### config.mk
export PLATFORM = sky130hd
export DESIGN_NAME = dacc_top
export DESIGN_NICKNAME = d
export VERILOG_FILES = /design/src/rtl/dacc_pkg.sv /design/src/rtl/dacc_top.sv /design/src/rtl/dacc_sync.sv /design/src/rtl/dacc_chan.sv
export SDC_FILE = /design/constraint.sdc
export NUM_CORES = 1
export LEC_CHECK = 0
export BUFFER_PORTS_ARGS = -buffer_cell sky130_fd_sc_hd__buf_2
export CORE_ASPECT_RATIO = 0.7
export CORE_MARGIN = 4
export CORE_UTILIZATION = 58
export CTS_BUF_LIST = sky130_fd_sc_hd__clkbuf_8 sky130_fd_sc_hd__clkbuf_16
export DETAILED_ROUTE_END_ITERATION = 7
export GPL_TIMING_DRIVEN = 0
export MAX_ROUTING_LAYER = met4
export PLACE_DENSITY_LB_ADDON = 0.05
export SLEW_MARGIN = 20
export SYNTH_ARGS = -nofsm -noshare
export SYNTH_HDL_FRONTEND = slang
export SYNTH_SLANG_ARGS = --single-unit
### constraint.sdc
create_clock -name pclk -period 4.12 [get_ports pclk]
set_input_delay 0.618 -clock pclk [delete_from_list [all_inputs] [get_ports pclk]]
set_output_delay 0.618 -clock pclk [all_outputs]
set_load 0.005 [all_outputs]
### src/rtl/dacc_pkg.sv
// shared constants and types of the dual converter control block
package dacc_pkg;
   // ----------------------------------------
   // register map and reset values
   // ----------------------------------------
   localparam int DACC_AW = 12;
   localparam logic [11:0] OFS_CTRL = 12'h000;
   localparam logic [11:0] OFS_CHAN_A = 12'h004;
   localparam logic [11:0] OFS_CHAN_B = 12'h008;
   localparam logic [11:0] OFS_STATUS = 12'h00C;
   localparam logic CTRL_BUS_EN_RESET = 1'b1;
   // ----------------------------------------
   // converter codes and power-down modes
   // ----------------------------------------
   localparam int DACC_CODE_W = 10;
   localparam logic [9:0] CODE_RESET = 10'h000;
   localparam logic [1:0] PD_ON = 2'h0;
   localparam logic [1:0] PD_FLOAT = 2'h1;
   localparam logic [1:0] PD_1K = 2'h2;
   localparam logic [1:0] PD_100K = 2'h3;
   localparam logic [1:0] PD_RESET = PD_100K;
   // ----------------------------------------
   // serial framing
   // ----------------------------------------
   localparam logic [7:0] CMD_EXT = 8'hF0;
   localparam logic [3:0] BIT_LAST = 4'h7;
   localparam logic [3:0] BIT_ACK = 4'h8;
   localparam logic [3:0] BIT_RW = 4'h7;
   localparam logic [3:0] BIT_A0 = 4'h6;

   typedef enum logic [2:0] {
      ST_IDLE, ST_ADDR, ST_ACK_ADDR, ST_WR, ST_ACK_WR, ST_RD, ST_RD_ACK
   } dacc_state_e;

   typedef struct packed {
      logic [DACC_CODE_W-1:0] code;
      logic [1:0] pd;
      logic buf_en;
      logic ref_conn;
      logic term_1k;
      logic term_100k;
   } dacc_chan_s;

   typedef struct packed {
      logic stage_we;
      logic out_we;
      logic pd_we;
      logic [DACC_CODE_W-1:0] data;
      logic [1:0] pd;
   } dacc_wr_s;
endpackage

### src/rtl/dacc_top.sv
// two-wire slave control of a dual 10-bit converter, with APB status/control
//
// Operation
// - address LSB follows the address-select pin
// - write loads output register or staging only
// - both registers hold while powered
// - channel codes are unsigned ten-bit binary
// - reset clears outputs and powers down
// - after reset outputs terminated with 100k
// - power-down disables buffers and reference strings
// - two-bit code selects power and termination
// - power-down keeps data, wake restores output
// - slave only; master clocks and starts
// - eight-bit words plus one acknowledge pulse
// - idle bus lines released, both high
// - start is SDA fall, stop SDA rise, SCL high
// - repeated start keeps the session active
// - ignore clock after stop or mismatch until start
// - data line driven low only, open drain
// - supports bus clocks up to 400 kHz
// - eighth bit of the address byte selects write or read
// - registers update at acknowledge falling edge
// - aborted write leaves registers unchanged
// - general call address is ignored
`timescale 1ns/100ps
module dacc_top
   import dacc_pkg::*;
#(
   parameter logic [5:0] ADDR_HI = 6'h15 // arbitrary upper address bits
) (
   // clock and reset
   input wire logic pclk,
   input wire logic presetn,
   // apb slave
   input wire logic [DACC_AW-1:0] paddr,
   input wire logic psel,
   input wire logic penable,
   input wire logic pwrite,
   input wire logic [31:0] pwdata,
   output logic [31:0] prdata,
   output logic pready,
   output logic pslverr,
   // two-wire bus and address strap
   input wire logic scl_i,
   input wire logic sda_i,
   output logic sda_o,
   output logic sda_oe,
   input wire logic addr_sel,
   // converter channels
   output dacc_chan_s channel_a_output,
   output dacc_chan_s channel_b_output
);
   // ----------------------------------------
   // pin synchronisation and edge detection
   // ----------------------------------------
   logic [2:0] pin_s;
   logic scl_d, sda_d;

   dacc_sync #(.W(3)) u_sync (
      .clk(pclk),
      .rst_n(presetn),
      .d({addr_sel, scl_i, sda_i}),
      .q(pin_s)
   );

   wire addr_lsb = pin_s[2];
   wire scl_s = pin_s[1];
   wire sda_s = pin_s[0];

   always_ff @(posedge pclk or negedge presetn) begin
      if (!presetn) begin
         scl_d <= 1'b0;
         sda_d <= 1'b0;
      end else begin
         scl_d <= scl_s;
         sda_d <= sda_s;
      end
   end

   // 100 MHz oversampling leaves >100 samples per 400 kHz bit
   wire scl_rise = scl_s & ~scl_d;
   wire scl_fall = ~scl_s & scl_d;
   wire start_cond = scl_s & scl_d & sda_d & ~sda_s;
   wire stop_cond = scl_s & scl_d & ~sda_d & sda_s;

   // ----------------------------------------
   // serial slave state
   // ----------------------------------------
   dacc_state_e state, next_state;
   logic [3:0] bit_cnt, next_cnt;
   logic [7:0] shift, next_shift;
   logic [7:0] cmd, next_cmd;
   logic [7:0] tx, next_tx;
   logic rw, next_rw;
   logic byte_idx, next_byte;
   logic rd_nack, next_nack;
   logic sda_drv, next_drv;
   logic bus_en;
   logic commit;

   wire [6:0] own_addr = {ADDR_HI, addr_lsb};
   wire exp_bit = own_addr[3'h6 - bit_cnt[2:0]];
   wire gen_call = (bit_cnt == BIT_A0) && (shift[5:0] == 6'h00) && !sda_s;
   wire sel_b = cmd[4];
   wire dacc_chan_s rd_ch = sel_b ? channel_b_output : channel_a_output;
   wire [15:0] rd_word = {rd_ch.pd, 2'h0, rd_ch.code, 2'h0};

   always_comb begin
      next_state = state;
      next_cnt = bit_cnt;
      next_shift = shift;
      next_cmd = cmd;
      next_tx = tx;
      next_rw = rw;
      next_byte = byte_idx;
      next_nack = rd_nack;
      next_drv = sda_drv;
      commit = 1'b0;
      if (stop_cond) begin
         next_state = ST_IDLE;
         next_drv = 1'b0;
         next_byte = 1'b0;
      end else if (start_cond) begin
         next_state = ST_ADDR;
         next_cnt = 4'h0;
         next_drv = 1'b0;
         next_byte = 1'b0;
      end else begin
         case (state)
            ST_ADDR: begin
               if (scl_rise) begin
                  next_shift = {shift[6:0], sda_s};
                  next_cnt = bit_cnt + 4'h1;
                  if (bit_cnt < BIT_RW && sda_s != exp_bit) next_state = ST_IDLE;
                  if (gen_call || (bit_cnt == BIT_A0 && !bus_en)) next_state = ST_IDLE;
                  if (bit_cnt == BIT_RW) next_rw = sda_s;
               end else if (scl_fall && bit_cnt == BIT_ACK) begin
                  next_drv = 1'b1;
                  next_state = ST_ACK_ADDR;
               end
            end
            ST_ACK_ADDR: begin
               if (scl_fall) begin
                  next_cnt = 4'h0;
                  next_byte = 1'b0;
                  if (rw) begin
                     next_tx = rd_word[15:8];
                     next_drv = ~rd_word[15];
                     next_state = ST_RD;
                  end else begin
                     next_drv = 1'b0;
                     next_state = ST_WR;
                  end
               end
            end
            ST_WR: begin
               if (scl_rise) begin
                  next_shift = {shift[6:0], sda_s};
                  next_cnt = bit_cnt + 4'h1;
               end else if (scl_fall && bit_cnt == BIT_ACK) begin
                  next_drv = 1'b1;
                  next_state = ST_ACK_WR;
               end
            end
            ST_ACK_WR: begin
               if (scl_fall) begin
                  next_drv = 1'b0;
                  next_cnt = 4'h0;
                  next_state = ST_WR;
                  next_byte = ~byte_idx;
                  if (!byte_idx) next_cmd = shift;
                  else commit = 1'b1;
               end
            end
            ST_RD: begin
               if (scl_fall) begin
                  if (bit_cnt == BIT_LAST) begin
                     next_drv = 1'b0;
                     next_state = ST_RD_ACK;
                  end else begin
                     next_tx = {tx[6:0], 1'b0};
                     next_drv = ~tx[6];
                     next_cnt = bit_cnt + 4'h1;
                  end
               end
            end
            ST_RD_ACK: begin
               if (scl_rise) begin
                  next_nack = sda_s;
               end else if (scl_fall) begin
                  if (rd_nack) begin
                     next_state = ST_IDLE;
                  end else begin
                     next_tx = byte_idx ? rd_word[15:8] : rd_word[7:0];
                     next_drv = byte_idx ? ~rd_word[15] : ~rd_word[7];
                     next_byte = ~byte_idx;
                     next_cnt = 4'h0;
                     next_state = ST_RD;
                  end
               end
            end
            default: begin
               next_state = ST_IDLE;
            end
         endcase
      end
   end

   always_ff @(posedge pclk or negedge presetn) begin
      if (!presetn) begin
         state <= ST_IDLE;
         bit_cnt <= 4'h0;
         shift <= 8'h00;
         cmd <= 8'h00;
         tx <= 8'h00;
         rw <= 1'b0;
         byte_idx <= 1'b0;
         rd_nack <= 1'b0;
         sda_drv <= 1'b0;
      end else begin
         state <= next_state;
         bit_cnt <= next_cnt;
         shift <= next_shift;
         cmd <= next_cmd;
         tx <= next_tx;
         rw <= next_rw;
         byte_idx <= next_byte;
         rd_nack <= next_nack;
         sda_drv <= next_drv;
      end
   end

   assign sda_o = 1'b0;
   assign sda_oe = sda_drv;

   // ----------------------------------------
   // command decode and channel registers
   // ----------------------------------------
   function automatic logic cmd_load(input logic [7:0] c);
      return (c[7] == 1'b0) && (c[5] == 1'b0);
   endfunction

   function automatic logic cmd_direct(input logic [7:0] c);
      return cmd_load(c) && (c[6] == 1'b0);
   endfunction

   wire is_ext = (cmd == CMD_EXT);
   dacc_wr_s wr [2];
   dacc_chan_s chan [2];

   for (genvar i = 0; i < 2; i++) begin : g_chan
      assign wr[i] = '{stage_we: commit && !is_ext && cmd_load(cmd) && (sel_b == 1'(i)),
                       out_we: commit && !is_ext && cmd_direct(cmd),
                       pd_we: commit && is_ext && shift[2+i],
                       data: {cmd[3:0], shift[7:2]},
                       pd: shift[1:0]};
      dacc_chan u_chan (
         .clk(pclk),
         .rst_n(presetn),
         .wr(wr[i]),
         .chan(chan[i])
      );
   end

   assign channel_a_output = chan[0];
   assign channel_b_output = chan[1];

   // ----------------------------------------
   // apb registers
   // ----------------------------------------
   wire hit_ctrl = (paddr == OFS_CTRL);
   wire hit_a = (paddr == OFS_CHAN_A);
   wire hit_b = (paddr == OFS_CHAN_B);
   wire hit_stat = (paddr == OFS_STATUS);
   wire mapped = hit_ctrl | hit_a | hit_b | hit_stat;
   wire ctrl_we = psel & penable & pwrite & hit_ctrl;
   wire [31:0] next_prdata = hit_ctrl ? {31'h0, bus_en}
                           : hit_a ? {20'h0, chan[0].pd, chan[0].code}
                           : hit_b ? {20'h0, chan[1].pd, chan[1].code}
                           : hit_stat ? {29'h0, sda_drv, addr_lsb, state != ST_IDLE}
                           : 32'h0;

   always_ff @(posedge pclk or negedge presetn) begin
      if (!presetn) begin
         bus_en <= CTRL_BUS_EN_RESET;
         prdata <= 32'h0;
      end else begin
         if (ctrl_we) bus_en <= pwdata[0];
         if (psel && !penable) prdata <= next_prdata;
      end
   end

   assign pready = 1'b1;
   assign pslverr = psel & penable & ~mapped;
endmodule // dacc_top

### src/rtl/dacc_sync.sv
// two-stage synchroniser for asynchronous pin inputs
`timescale 1ns/100ps
module dacc_sync #(
   parameter int W = 1
) (
   // clock and reset
   input wire logic clk,
   input wire logic rst_n,
   // pins in, synchronised out
   input wire logic [W-1:0] d,
   output logic [W-1:0] q
);
   logic [W-1:0] meta;

   always_ff @(posedge clk or negedge rst_n) begin
      if (!rst_n) begin
         meta <= '0;
         q <= '0;
      end else begin
         meta <= d;
         q <= meta;
      end
   end
endmodule // dacc_sync

### src/rtl/dacc_chan.sv
// one converter channel: staging register, output register, power-down mode
`timescale 1ns/100ps
module dacc_chan
   import dacc_pkg::*;
(
   // clock and reset
   input wire logic clk,
   input wire logic rst_n,
   // write strobes from the serial side
   input wire dacc_wr_s wr,
   // channel state towards the analog side
   output dacc_chan_s chan
);
   logic [DACC_CODE_W-1:0] stage;
   logic [DACC_CODE_W-1:0] out;
   logic [1:0] pd;
   wire powered = (pd == PD_ON);

   // contents change only on a write strobe, so they persist while powered
   always_ff @(posedge clk or negedge rst_n) begin
      if (!rst_n) begin
         stage <= CODE_RESET;
         out <= CODE_RESET;
         pd <= PD_RESET;
      end else begin
         if (wr.stage_we) stage <= wr.data;
         if (wr.out_we) out <= wr.stage_we ? wr.data : stage;
         if (wr.pd_we) pd <= wr.pd;
      end
   end

   // straight binary code, buffers and string follow the mode
   assign chan = '{code: out,
                   pd: pd,
                   buf_en: powered,
                   ref_conn: powered,
                   term_1k: (pd == PD_1K),
                   term_100k: (pd == PD_100K)};
endmodule // dacc_chan

### Word level (Yosys, flattened, before mapping)

Index checks and enable logic that the tools add are counted.

* $add $sub $neg: 2
* order comparisons: 2
* equal/unequal tests: 45
* muxes and demuxes: 70
* bitwise logic cells: 29
* reduce and logical (&&, ||, !) cells: 41

Operators with widths (number)
* $mux 7: 8
* $mux 3: 17
* $mux 12: 3
* $ne 4x4->1 const B: 9
* $mux 4: 8
* $mux 1: 25
* $eq 12x4->1 const B: 2
* $pmux 7 s3: 1
* $mux 10: 2
* $reduce_and 10->1: 2
* $pmux 3 s6: 1
* $reduce_and 9->1: 2
* $logic_and 1x1->1: 16
* $mux 16: 1
* $pmux 4 s4: 1
* $ne 3x3->1 const B: 5
* $not 1->1: 15
* $ne 2x2->1 const B: 7
* $eq 12x3->1 const B: 1
* $logic_not 12->1: 1
* $and 1x1->1: 11
* $reduce_and 5->1: 2
* $reduce_bool 5->1: 2
* $eq 3x3->1 const B: 3
* 29 further kinds: 44

* bits in registers: 119
* input port bits: 52
* output and inout port bits: 68
* word-level logic and storage cells: 210

### Logic depth before layout (Yosys ltp)

Gate-level depths: netlist of run 1.

* depth in word-level cells: 11
* depth in mapped cells: 8
* depth with buffers taken out: 8

### Cells and area by module

Synthesis of run 1 repeated with hierarchy kept, for this count alone.

* cell total of the unflattened synthesis: 436
* area total of the unflattened synthesis: 5068.6 sq um

Modules (own cells, without submodules)
* dacc_top: instances 1, cells each 328, area an instance 3071.7 sq um, sequential area each 1227.4 sq um
* dacc_chan: instances 2, cells each 51, area an instance 923.4 sq um, sequential area each 553.0 sq um
* dacc_sync: instances 1, cells each 6, area an instance 150.1 sq um, sequential area each 150.1 sq um

### Worst setup path after synthesis of run 1

Ideal clock, no wire load.

* path type: register to register
* from: register, netlist name shift[4]
* to: register byte_idx
* setup time: 0.125 ns
* arrival time: 1.823 ns
* required time: 3.995 ns
* path slack: 2.172 ns
* cell stages (with the launch flop): 7
* path buffers: 0
* clock period less this slack: 1.948 ns
* path through: dfrtp_1 or4_1 o41ai_1 nand3_1 o2111ai_1 and2_2 mux2_2

RTL lines
* to (signal assigned): RTL line dacc_top.sv:227 `byte_idx <= next_byte;`
* to (decl): RTL line dacc_top.sv:95 `logic byte_idx, next_byte;`

==> results.cfg, run 1 <==
[sta]
worst_pin_slew_ns = 0.818
drv_slew = 0
finalHoldViolCount = 0
finalCritPeriodShare = 0.571
timing.fmax_mhz = 425
setup_viol = 0
min_period_ns = 2.35
rsz0062_at_grt = false
fin_worst_skew_ns = 0.00413
slew_headroom = 0.452
fin_setup_tns_ns = 0

[power]
internal-power_mw = 1.79
power_density_mw_per_mm2 = 442
power.leakage_nw = 2.88
seqPwrFrac = 0.446
p_sw_frac = 0.302
irDropWorstVdd_v = 0.000299
clkPwrFrac = 0.350
comb_power_share = 0.204
p_total_mw = 2.56
p_sw_mw = 0.773

[floorplanning]
die_y_um = 85.1
dieArea_sq_mm = 0.0100
ios = 120
start_util = 0.609
rows = 27
die_x_um = 118
core_sq_mm = 0.00807

[route]
vias = 3670
viasPerCell = 5.81
dr.pass1.iters = 5
routedWlPerCell_um = 18.7
ant_nets = 0
drc = 0
routed_wl_mm = 11.8
drtIter0Drc = 342

[synth]
yosys-top-cells-count = dfrtp_1, mux2_2, nand2_1
ys_seq_elements = 99
yosys-mux-area-fraction = 0.194
synthArstFlopShare = 1.00
synth_top_area_share = 0.478
synthSimpleGateAreaFrac = 0.115
syn-cell-area_sq_mm = 0.00492
synth_top_cell_by_area = dfrtp_1
synth_top_family_by_area = multiplexers
synth_ff_type = dfrtp_1
yosysUniqueCellTypes = 58
syn_area_per_cell_sq_um = 11.5
synth_compound_area_frac = 0.104
synth.area.top_cells = dfrtp_1, mux2_2, buf_4
syn_inst = 428
synthMostInstantiatedCell = dfrtp_1
ys_seq_area_frac = 0.505
synthAdderAreaFrac = 0.0102
yosys_warnings = 0
synth_edf_count = 0
synth_xor_area_frac = 0.00890

[clock_network]
cts.sink_count = 99
cts_tree = yes
clockBufferDepth = 2
hold_buffers = 0
htreeDepth = 3
post_cts.repair.setup_buffers = 0
numCtsBuffers = 9
root_buffer = clkbuf_16
cts.clk_slew.worst_paths_ns = 0.07
post_cts_resized = 0
clk_latency_ns = 0.35

[setup_path]
crit_arrival_ns = 2.59
cp.required_ns = 4.35
path_max_fanout = 6
critPathLaunchType = flop
worstSetupPathType = flop to flop
end_kind = flop

[run_status]
status = finished, final reports clean

[final_layout]
area_growth_pct = 18.0
multi_input_area_sq_mm = 0.00221
register_area_sq_mm = 0.00248
nets = 582
drive_gt1_frac = 0.388
num_antenna_cells = 0
fillers = 581

[worst_hold_path]
hp-class = input port to asynchronous set/reset pin

[job]
max_cap_viol_count = 0

[global_routing]
grt_first_pass_wirelength_mm = 19.4
grt_max_degree = 83
overflow = 0
grt_use_total = 0.257
antenna_found_initial = 0
grt_pass1_vias = 3500

[placement]
dp_hpwl_mm = 8.56
place_congestion = 0.979
portBuffers = 66
[cell type report]
type / count / area share
multi-input combinational: 298 / 0.380
sequential: 99 / 0.428
clock buffer: 12 / 0.0459
clock inverter: 4 / 0.00948
buffer: 44 / 0.0481
inverter: 7 / 0.00452
timing repair buffer: 67 / 0.0627
tap: 101 / 0.0218
[layer usage]
| layer | track usage | up-vias | share of wire |
|---|---|---|---|
| met5 | - | - | 0 |
| met3 | 0.0839 | 16 | 0.091 |
| met1 | 0.385 | 1797 | 0.49 |
| met2 | 0.337 | 169 | 0.41 |
| li1 | - | 1688 | - |
| met4 | 0.0564 | 0 | 0.013 |
[placed cells by master (no fill, tap or decap), types with 9 or more instances in the layout]
cell	instances
a22oi_1	13
o21ai_0	29
nand2_1	33
buf_2	72
clkbuf_1	9
clkbuf_16	9
mux2_4	10
nor2_1	18
dfrtp_1	94
buf_4	26
conb_1	22
a21oi_1	11
nand2b_1	9
mux2_2	62
[through the flow]
step / instance area, sq um / utilization / std cells / hold WS, ns / setup WS (ns)
after global placement: 5450 / 0.675 / 615 / 0.332 / 1.47
final: 5810 / 0.719 / 632 / 0.0989 / 1.77
after detailed placement: 5490 / 0.679 / 616 / 0.344 / 1.60
after global routing: 5810 / 0.719 / 632 / 0.0935 / 1.65
after floorplan: 4990 / - / 448 / 0.322 / 2.17
after CTS: 5810 / 0.719 / 632 / 0.0970 / 1.80
[worst max-delay path, stage by stage, from the launching register on]
cell and delay [ns]:
dfrtp_1 0.47, or4_1 0.63, o41ai_1 0.31, nand3_1 0.12
o2111ai_1 0.12, and2_2 0.23, mux2_2 0.35
[power by group through the flow]
stage               registers [mW]  clock network [mW]  logic (mW)
floorplan                     1.12                   0       0.376
global placement              1.16                   0       0.500
detailed placement            1.16                   0       0.511
CTS                           1.14               0.908       0.514
global route                  1.15               0.960       0.585
finish                        1.14               0.898       0.522
[worst paths after layout]
| path | from | end | slack (ns) | depth (start not counted) |
|---|---|---|---|---|
| worst min-delay path | presetn | prdata[5]$_DFFE_PN0P_ | 0.1 | 1 |
| worst max-delay path | shift[4]$_DFFE_PN0P_ | byte_idx$_DFFE_PN0P_ | 1.77 | 6 |
| worst min register to register | u_sync.meta[1]$_DFF_PN0_ | u_sync.q[1]$_DFF_PN0_ | 0.35 | 0 |
| min in group pclk | u_sync.meta[1]$_DFF_PN0_ | u_sync.q[1]$_DFF_PN0_ | 0.35 | 0 |
| worst max register to register | shift[4]$_DFFE_PN0P_ | byte_idx$_DFFE_PN0P_ | 1.77 | 6 |
| max in group asynchronous | presetn | g_chan[1].u_chan.pd[1]$_DFFE_PN1P_ | 3.35 | 2 |
[state kept, by name, summed over array words and instances, names as in the netlist]
name / count
sda_d: 1
rw: 1
shift: 8
scl_d: 1
bit_cnt: 4
sda_oe: 1
g_chan.u_chan.out: 20
state: 3
rd_nack: 1
u_sync.q: 3
cmd: 8
byte_idx: 1
bus_en: 1
u_sync.meta: 3
prdata: 12
g_chan.u_chan.pd: 4
tx: 7
g_chan.u_chan.stage: 20
[kinds of logic after synthesis]
kind of cell | after synthesis
muxes | 80
and+or+nand+nor | 107
other | 2
xor gates and xnor gates | 5
DFF | 99
adders and majority gates | 4
AOI/OAI and AO/OA | 80
buffers and inverters | 51
Power figures use the tool's default switching activity.
==> run 2: changes to the inputs <==
ABC_AREA = 1   (was unset)
CORE_UTILIZATION = 49   (was 58)
clock period = 2.03 ns   (was 4.12 ns; I/O delays follow)
==> results.cfg, run 2 <==
[run_status]
status = finished, final reports clean

[global_routing]
grt_use_total = 0.238
grt_max_degree = 75
grt_pass1_vias = 4351
overflow = 0
antenna_found_initial = 0
grt_first_pass_wirelength_mm = 22.8

[power]
power.leakage_nw = 3.21
power_density_mw_per_mm2 = 683
irDropWorstVdd_v = 0.000372

[placement]
dpl.cell_count = 881
place_congestion = 0.972
dp_hpwl_mm = 10.5
portBuffers = 66
pre_cts_ws_ns = 0.276

[worst_hold_path]
hold_start = addr_sel
whs_endpoint = u_sync.meta[2]$_DFF_PN0_
hold_depth = 1
hp-class = input port to flop

[setup_path]
r2r_slack_ns = 0.23
path_max_fanout = 7
slowest_delay_ns = 0.46
reg2reg_to = bit_cnt[0]$_DFFE_PN0P_
slowest_stage = dfrtp_1
crit_arrival_ns = 2.09
cp.required_ns = 2.32
worstSetupPathType = flop to flop
critPathLaunchType = flop
reg2reg_from = bit_cnt[0]$_DFFE_PN0P_
end_kind = flop
crit_top_cell = nand2_1
r2r_cells = 9
path_cells = ha_1 > nand2_1 > nor2_1 > nand2_1 > nand3_1 > nand2_1 > nand2_2 > nand2_1 > nand2_1

[synth]
synthMostInstantiatedCell = nand2_1
synth.area.top_cells = dfrtp_1, nand2_1, inv_1
syn_inst = 662
ys_seq_area_frac = 0.475
syn_area_per_cell_sq_um = 7.89
yosysUniqueCellTypes = 37
syn-cell-area_sq_mm = 0.00523
synth_top_cell_by_area = dfrtp_1
yosys-top-cells-count = nand2_1, dfrtp_1, inv_1
ys_seq_elements = 99
synth_ff_type = dfrtp_1
yosys_warnings = 0
synth_edf_count = 0
synth_top_area_share = 0.450
synthArstFlopShare = 1.00

[sta]
worst_pin_slew_ns = 0.580
fin_ws_ns = 0.228
fin_worst_skew_ns = 0.00757
min_period_ns = 1.80
drv_slew = 0
finalCritPeriodShare = 0.888
rsz0062_at_grt = false
slew_headroom = 0.613
timing.fmax_mhz = 555
finalHoldViolCount = 0
setup_viol = 0

[route]
ant_nets = 0
drc = 0
routed_wl_mm = 13.6
viasPerCell = 5.03
vias = 4515
dr.pass1.iters = 5
drtIter0Drc = 421
routedWlPerCell_um = 15.2

[final_layout]
area_growth_pct = 17.7
final_common_cell = nand2_1
fillers = 970
reg_top3 = g_chan.u_chan.out (20), g_chan.u_chan.stage (20), prdata (12)
mostFrequentLayoutCells = nand2_1, dfrtp_1, buf_2
drive_gt1_frac = 0.242
nets = 817
fin_cells = 898
num_antenna_cells = 0

[floorplanning]
start_util = 0.503
die_y_um = 94.4
die_x_um = 131
ios = 120
rows = 31
core_sq_mm = 0.0104
dieArea_sq_mm = 0.0124

[clock_network]
clk_latency_ns = 0.35
clockBufferDepth = 2
root_buffer = clkbuf_16
cts.sink_count = 99
htreeDepth = 3
numCtsBuffers = 9
cts_tree = yes
post_cts_resized = 0
cts.clk_slew.worst_paths_ns = 0.07

[job]
max_cap_viol_count = 0
## run 2: changes by cell type in the layout (fill, tap and decap cells not counted), moves of 10 or more
| cell | before | now |
|---|---|---|
| nor2_1 | 18 | 40 |
| o21ai_1 | 0 | 13 |
| nand3_1 | 7 | 30 |
| mux2_4 | 10 | 0 |
| inv_1 | 7 | 60 |
| a22oi_1 | 13 | 1 |
| mux2_2 | 62 | 0 |
| nand2_1 | 33 | 239 |
| o21ai_2 | 0 | 21 |
## run 2: cell type report
class | instances | area (sq um) | share of cell area
Buffer | 43 | 293 | 0.0476
Clock buffer | 10 | 239 | 0.0388
Clock inverter | 6 | 72.6 | 0.0118
Inverter | 69 | 260 | 0.0423
Multi-Input combinational cell | 471 | 2260 | 0.368
Sequential cell | 99 | 2480 | 0.404
Tap cell | 132 | 165 | 0.0268
Timing Repair Buffer | 68 | 374 | 0.0608
## run 2: worst max path at each step
stage	to	startpoint	depth (start not counted)	slack (ns)
after floorplan	g_chan[1].u_chan.out[0]$_DFFE_PN0P_	state[1]$_DFFE_PN0P_	9	0.57
after global placement	u_sync.meta[2]$_DFF_PN0_	presetn	1	-0.37
after detailed placement	g_chan[0].u_chan.out[9]$_DFFE_PN0P_	u_sync.q[1]$_DFF_PN0_	9	0.28
after CTS	g_chan[1].u_chan.out[3]$_DFFE_PN0P_	state[0]$_DFFE_PN0P_	9	0.26
after global routing	bit_cnt[3]$_DFFE_PN0P_	bit_cnt[0]$_DFFE_PN0P_	9	0.08
final	bit_cnt[0]$_DFFE_PN0P_	bit_cnt[0]$_DFFE_PN0P_	9	0.23
## run 2: per-stage QoR
| step | TNS [ns] | util | area [sq um] | hold slack [ns] | total power, mW |
|---|---|---|---|---|---|
| final | 0 | 0.592 | 6150 | 0.0610 | 4.20 |
| after CTS | 0 | 0.592 | 6150 | 0.0483 | 4.24 |
| after global placement | -34.18 | 0.558 | 5800 | 0.336 | 2.42 |
| after floorplan | 0 | - | 5300 | 0.00891 | 2.31 |
| after detailed placement | 0 | 0.561 | 5830 | 0.187 | 2.45 |
| after global routing | 0 | 0.592 | 6150 | 0.0471 | 4.38 |
## run 2: logic make-up (layout without fill, tap and decap cells)
group | Yosys count | in the layout | synth area share
simple gates | 354 | 354 | 0.299
other cells | 2 | 22 | 0.00144
flops | 99 | 99 | 0.475
mux | 1 | 1 | 0.00192
xor+xnor | 1 | 1 | 0.00168
compound gates | 89 | 89 | 0.105
fa+ha+maj | 4 | 4 | 0.00958
buf+inv | 112 | 196 | 0.106
## run 2: timing repair
action | CTS | global route
buffers inserted | 0 | 0
hold buffers | 1 | 0
hold endpoints to repair | 21 | 0
## run 2: metal layers
metal | track usage | vias up | routed length (um)
li1 | - | 2241 | -
met1 | 0.372 | 2094 | 7180
met2 | 0.327 | 172 | 5380
met3 | 0.0485 | 8 | 1060
met4 | 0.0288 | 0 | 21
met5 | - | - | 0
## run 2: power by group
group          internal [mW]  total, mW  switching (mW)  leakage (nW)
logic                  0.137      0.367           0.230          1.71
clock network           1.00       1.79           0.783         0.149
registers               2.00       2.05          0.0417          1.34
## run 2: worst max-delay path, delay by kind of cell, from the launching register on
family	cells	cell delay (ns)
flip-flops	1	0.46
AND/OR/NAND/NOR	8	1.05
adder cells (fa/ha/maj)	1	0.23
==> run 3: changes to the inputs <==
==> constraint.sdc (replaced) <==
create_clock -name pclk -period 2.03 [get_ports pclk]
set_input_delay 0.1015 -clock pclk [delete_from_list [all_inputs] [get_ports pclk]]
set_output_delay 0.1015 -clock pclk [all_outputs]
set_load 0.005 [all_outputs]
==> results.cfg, run 3 (synthesis results as in run 2) <==
[floorplanning]
rows = 31
core_sq_mm = 0.0104
ios = 120
die_y_um = 94.4
dieArea_sq_mm = 0.0124
die_x_um = 131
start_util = 0.503

[route]
vias = 4499
routedWlPerCell_um = 15.2
routed_wl_mm = 13.7
dr.pass1.iters = 5
drc = 0
drtIter0Drc = 432
viasPerCell = 4.99
ant_nets = 0

[final_layout]
nets = 821
area_growth_pct = 18.5
mostFrequentLayoutCells = nand2_1, dfrtp_1, buf_2
final_common_cell = nand2_1
num_antenna_cells = 0
fillers = 964
drive_gt1_frac = 0.240
final_area_sq_mm = 0.00619
reg_top3 = g_chan.u_chan.out (20), g_chan.u_chan.stage (20), prdata (12)

[sta]
fin_setup_tns_ns = 0
timing.fmax_mhz = 555
slew_headroom = 0.613
setup_viol = 0
worst_pin_slew_ns = 0.580
finalCritPeriodShare = 0.888
rsz0062_at_grt = false
finalHoldViolCount = 0
fin_worst_skew_ns = 0.00694
min_period_ns = 1.80
drv_slew = 0

[global_routing]
grt_first_pass_wirelength_mm = 22.8
grt_pass1_vias = 4350
grt_max_degree = 75
antenna_found_initial = 0
grt_use_total = 0.239
overflow = 0

[setup_path]
end_kind = flop
path_max_fanout = 7
critPathLaunchType = flop
r2r_cells = 9
cp.required_ns = 2.32
worstSetupPathType = flop to flop
crit_arrival_ns = 2.09

[placement]
placed_area_sq_mm = 0.00583
dp_hpwl_mm = 10.5
place_congestion = 0.972
portBuffers = 66

[power]
power_density_mw_per_mm2 = 680
power.leakage_nw = 3.22
irDropWorstVdd_v = 0.000373

[worst_hold_path]
hold_depth = 4
hp-class = input port to flop

[job]
max_cap_viol_count = 0

[clock_network]
post_cts.repair.setup_buffers = 0
numCtsBuffers = 9
cts.clk_slew.worst_paths_ns = 0.07
cts_tree = yes
hold_buffers = 5
cts.sink_count = 99
htreeDepth = 3
clk_latency_ns = 0.35
root_buffer = clkbuf_16
clockBufferDepth = 2
post_cts_resized = 0

[run_status]
status = finished, final reports clean
## run 3: layer usage
| layer | vias to the layer above | routed length (um) | GRT usage |
|---|---|---|---|
| met1 | 2081 | 7270 | 0.373 |
| met5 | - | 0 | - |
| li1 | 2250 | - | - |
| met2 | 161 | 5340 | 0.327 |
| met4 | 0 | 68 | 0.0288 |
| met3 | 7 | 1000 | 0.0479 |
## run 3: final timing paths
path	startpoint	slack, ns	endpoint
worst max-delay path	bit_cnt[0]$_DFFE_PN0P_	0.23	bit_cnt[0]$_DFFE_PN0P_
worst min-delay path	penable	0.06	prdata[1]$_DFFE_PN0P_
worst max register to register	bit_cnt[0]$_DFFE_PN0P_	0.23	bit_cnt[0]$_DFFE_PN0P_
worst min register to register	u_sync.meta[2]$_DFF_PN0_	0.35	u_sync.q[2]$_DFF_PN0_
max in group asynchronous	presetn	1.17	bus_en$_DFFE_PN1P_
min in group asynchronous	presetn	0.18	cmd[6]$_DFFE_PN0P_
## run 3: final cells by class
type | instances | area (sq um) | share of cell area
clock inverters | 6 | 72.6 | 0.0117
well taps | 132 | 165 | 0.0267
clock buffers | 10 | 239 | 0.0386
flip-flops and latches | 99 | 2480 | 0.401
repair buffers | 72 | 414 | 0.0669
plain buffers | 43 | 293 | 0.0473
multi-input cells | 471 | 2260 | 0.366
inverters | 69 | 260 | 0.0420
## run 3: worst max-delay path, stage by stage, from the launching register on
cell and delay [ns]:
dfrtp_1 0.46, ha_1 0.23, nand2_1 0.09, nor2_1 0.30
nand2_1 0.13, nand3_1 0.10, nand2_1 0.16, nand2_2 0.15
nand2_1 0.06, nand2_1 0.06
## run 3: power breakdown
part           internal (mW)  total, mW  switching (mW)
clock network           1.00       1.79           0.789
registers               2.00       2.05          0.0416
logic                  0.142      0.370           0.228
## run 3: through the flow
step / setup WS (ns) / hold slack, ns / power [mW] / util / instances
6_report: 0.228 / 0.0635 / 4.21 / 0.596 / 902
5_1_grt: 0.0799 / 0.0791 / 4.39 / 0.596 / 902
4_1_cts: 0.255 / 0.0502 / 4.25 / 0.596 / 902
3_5_place_dp: 0.276 / -0.0158 / 2.45 / 0.561 / 881
3_3_place_gp: -0.169 / 0.209 / 2.42 / 0.558 / 880
2_1_floorplan: 0.566 / -0.194 / 2.31 / - / 682
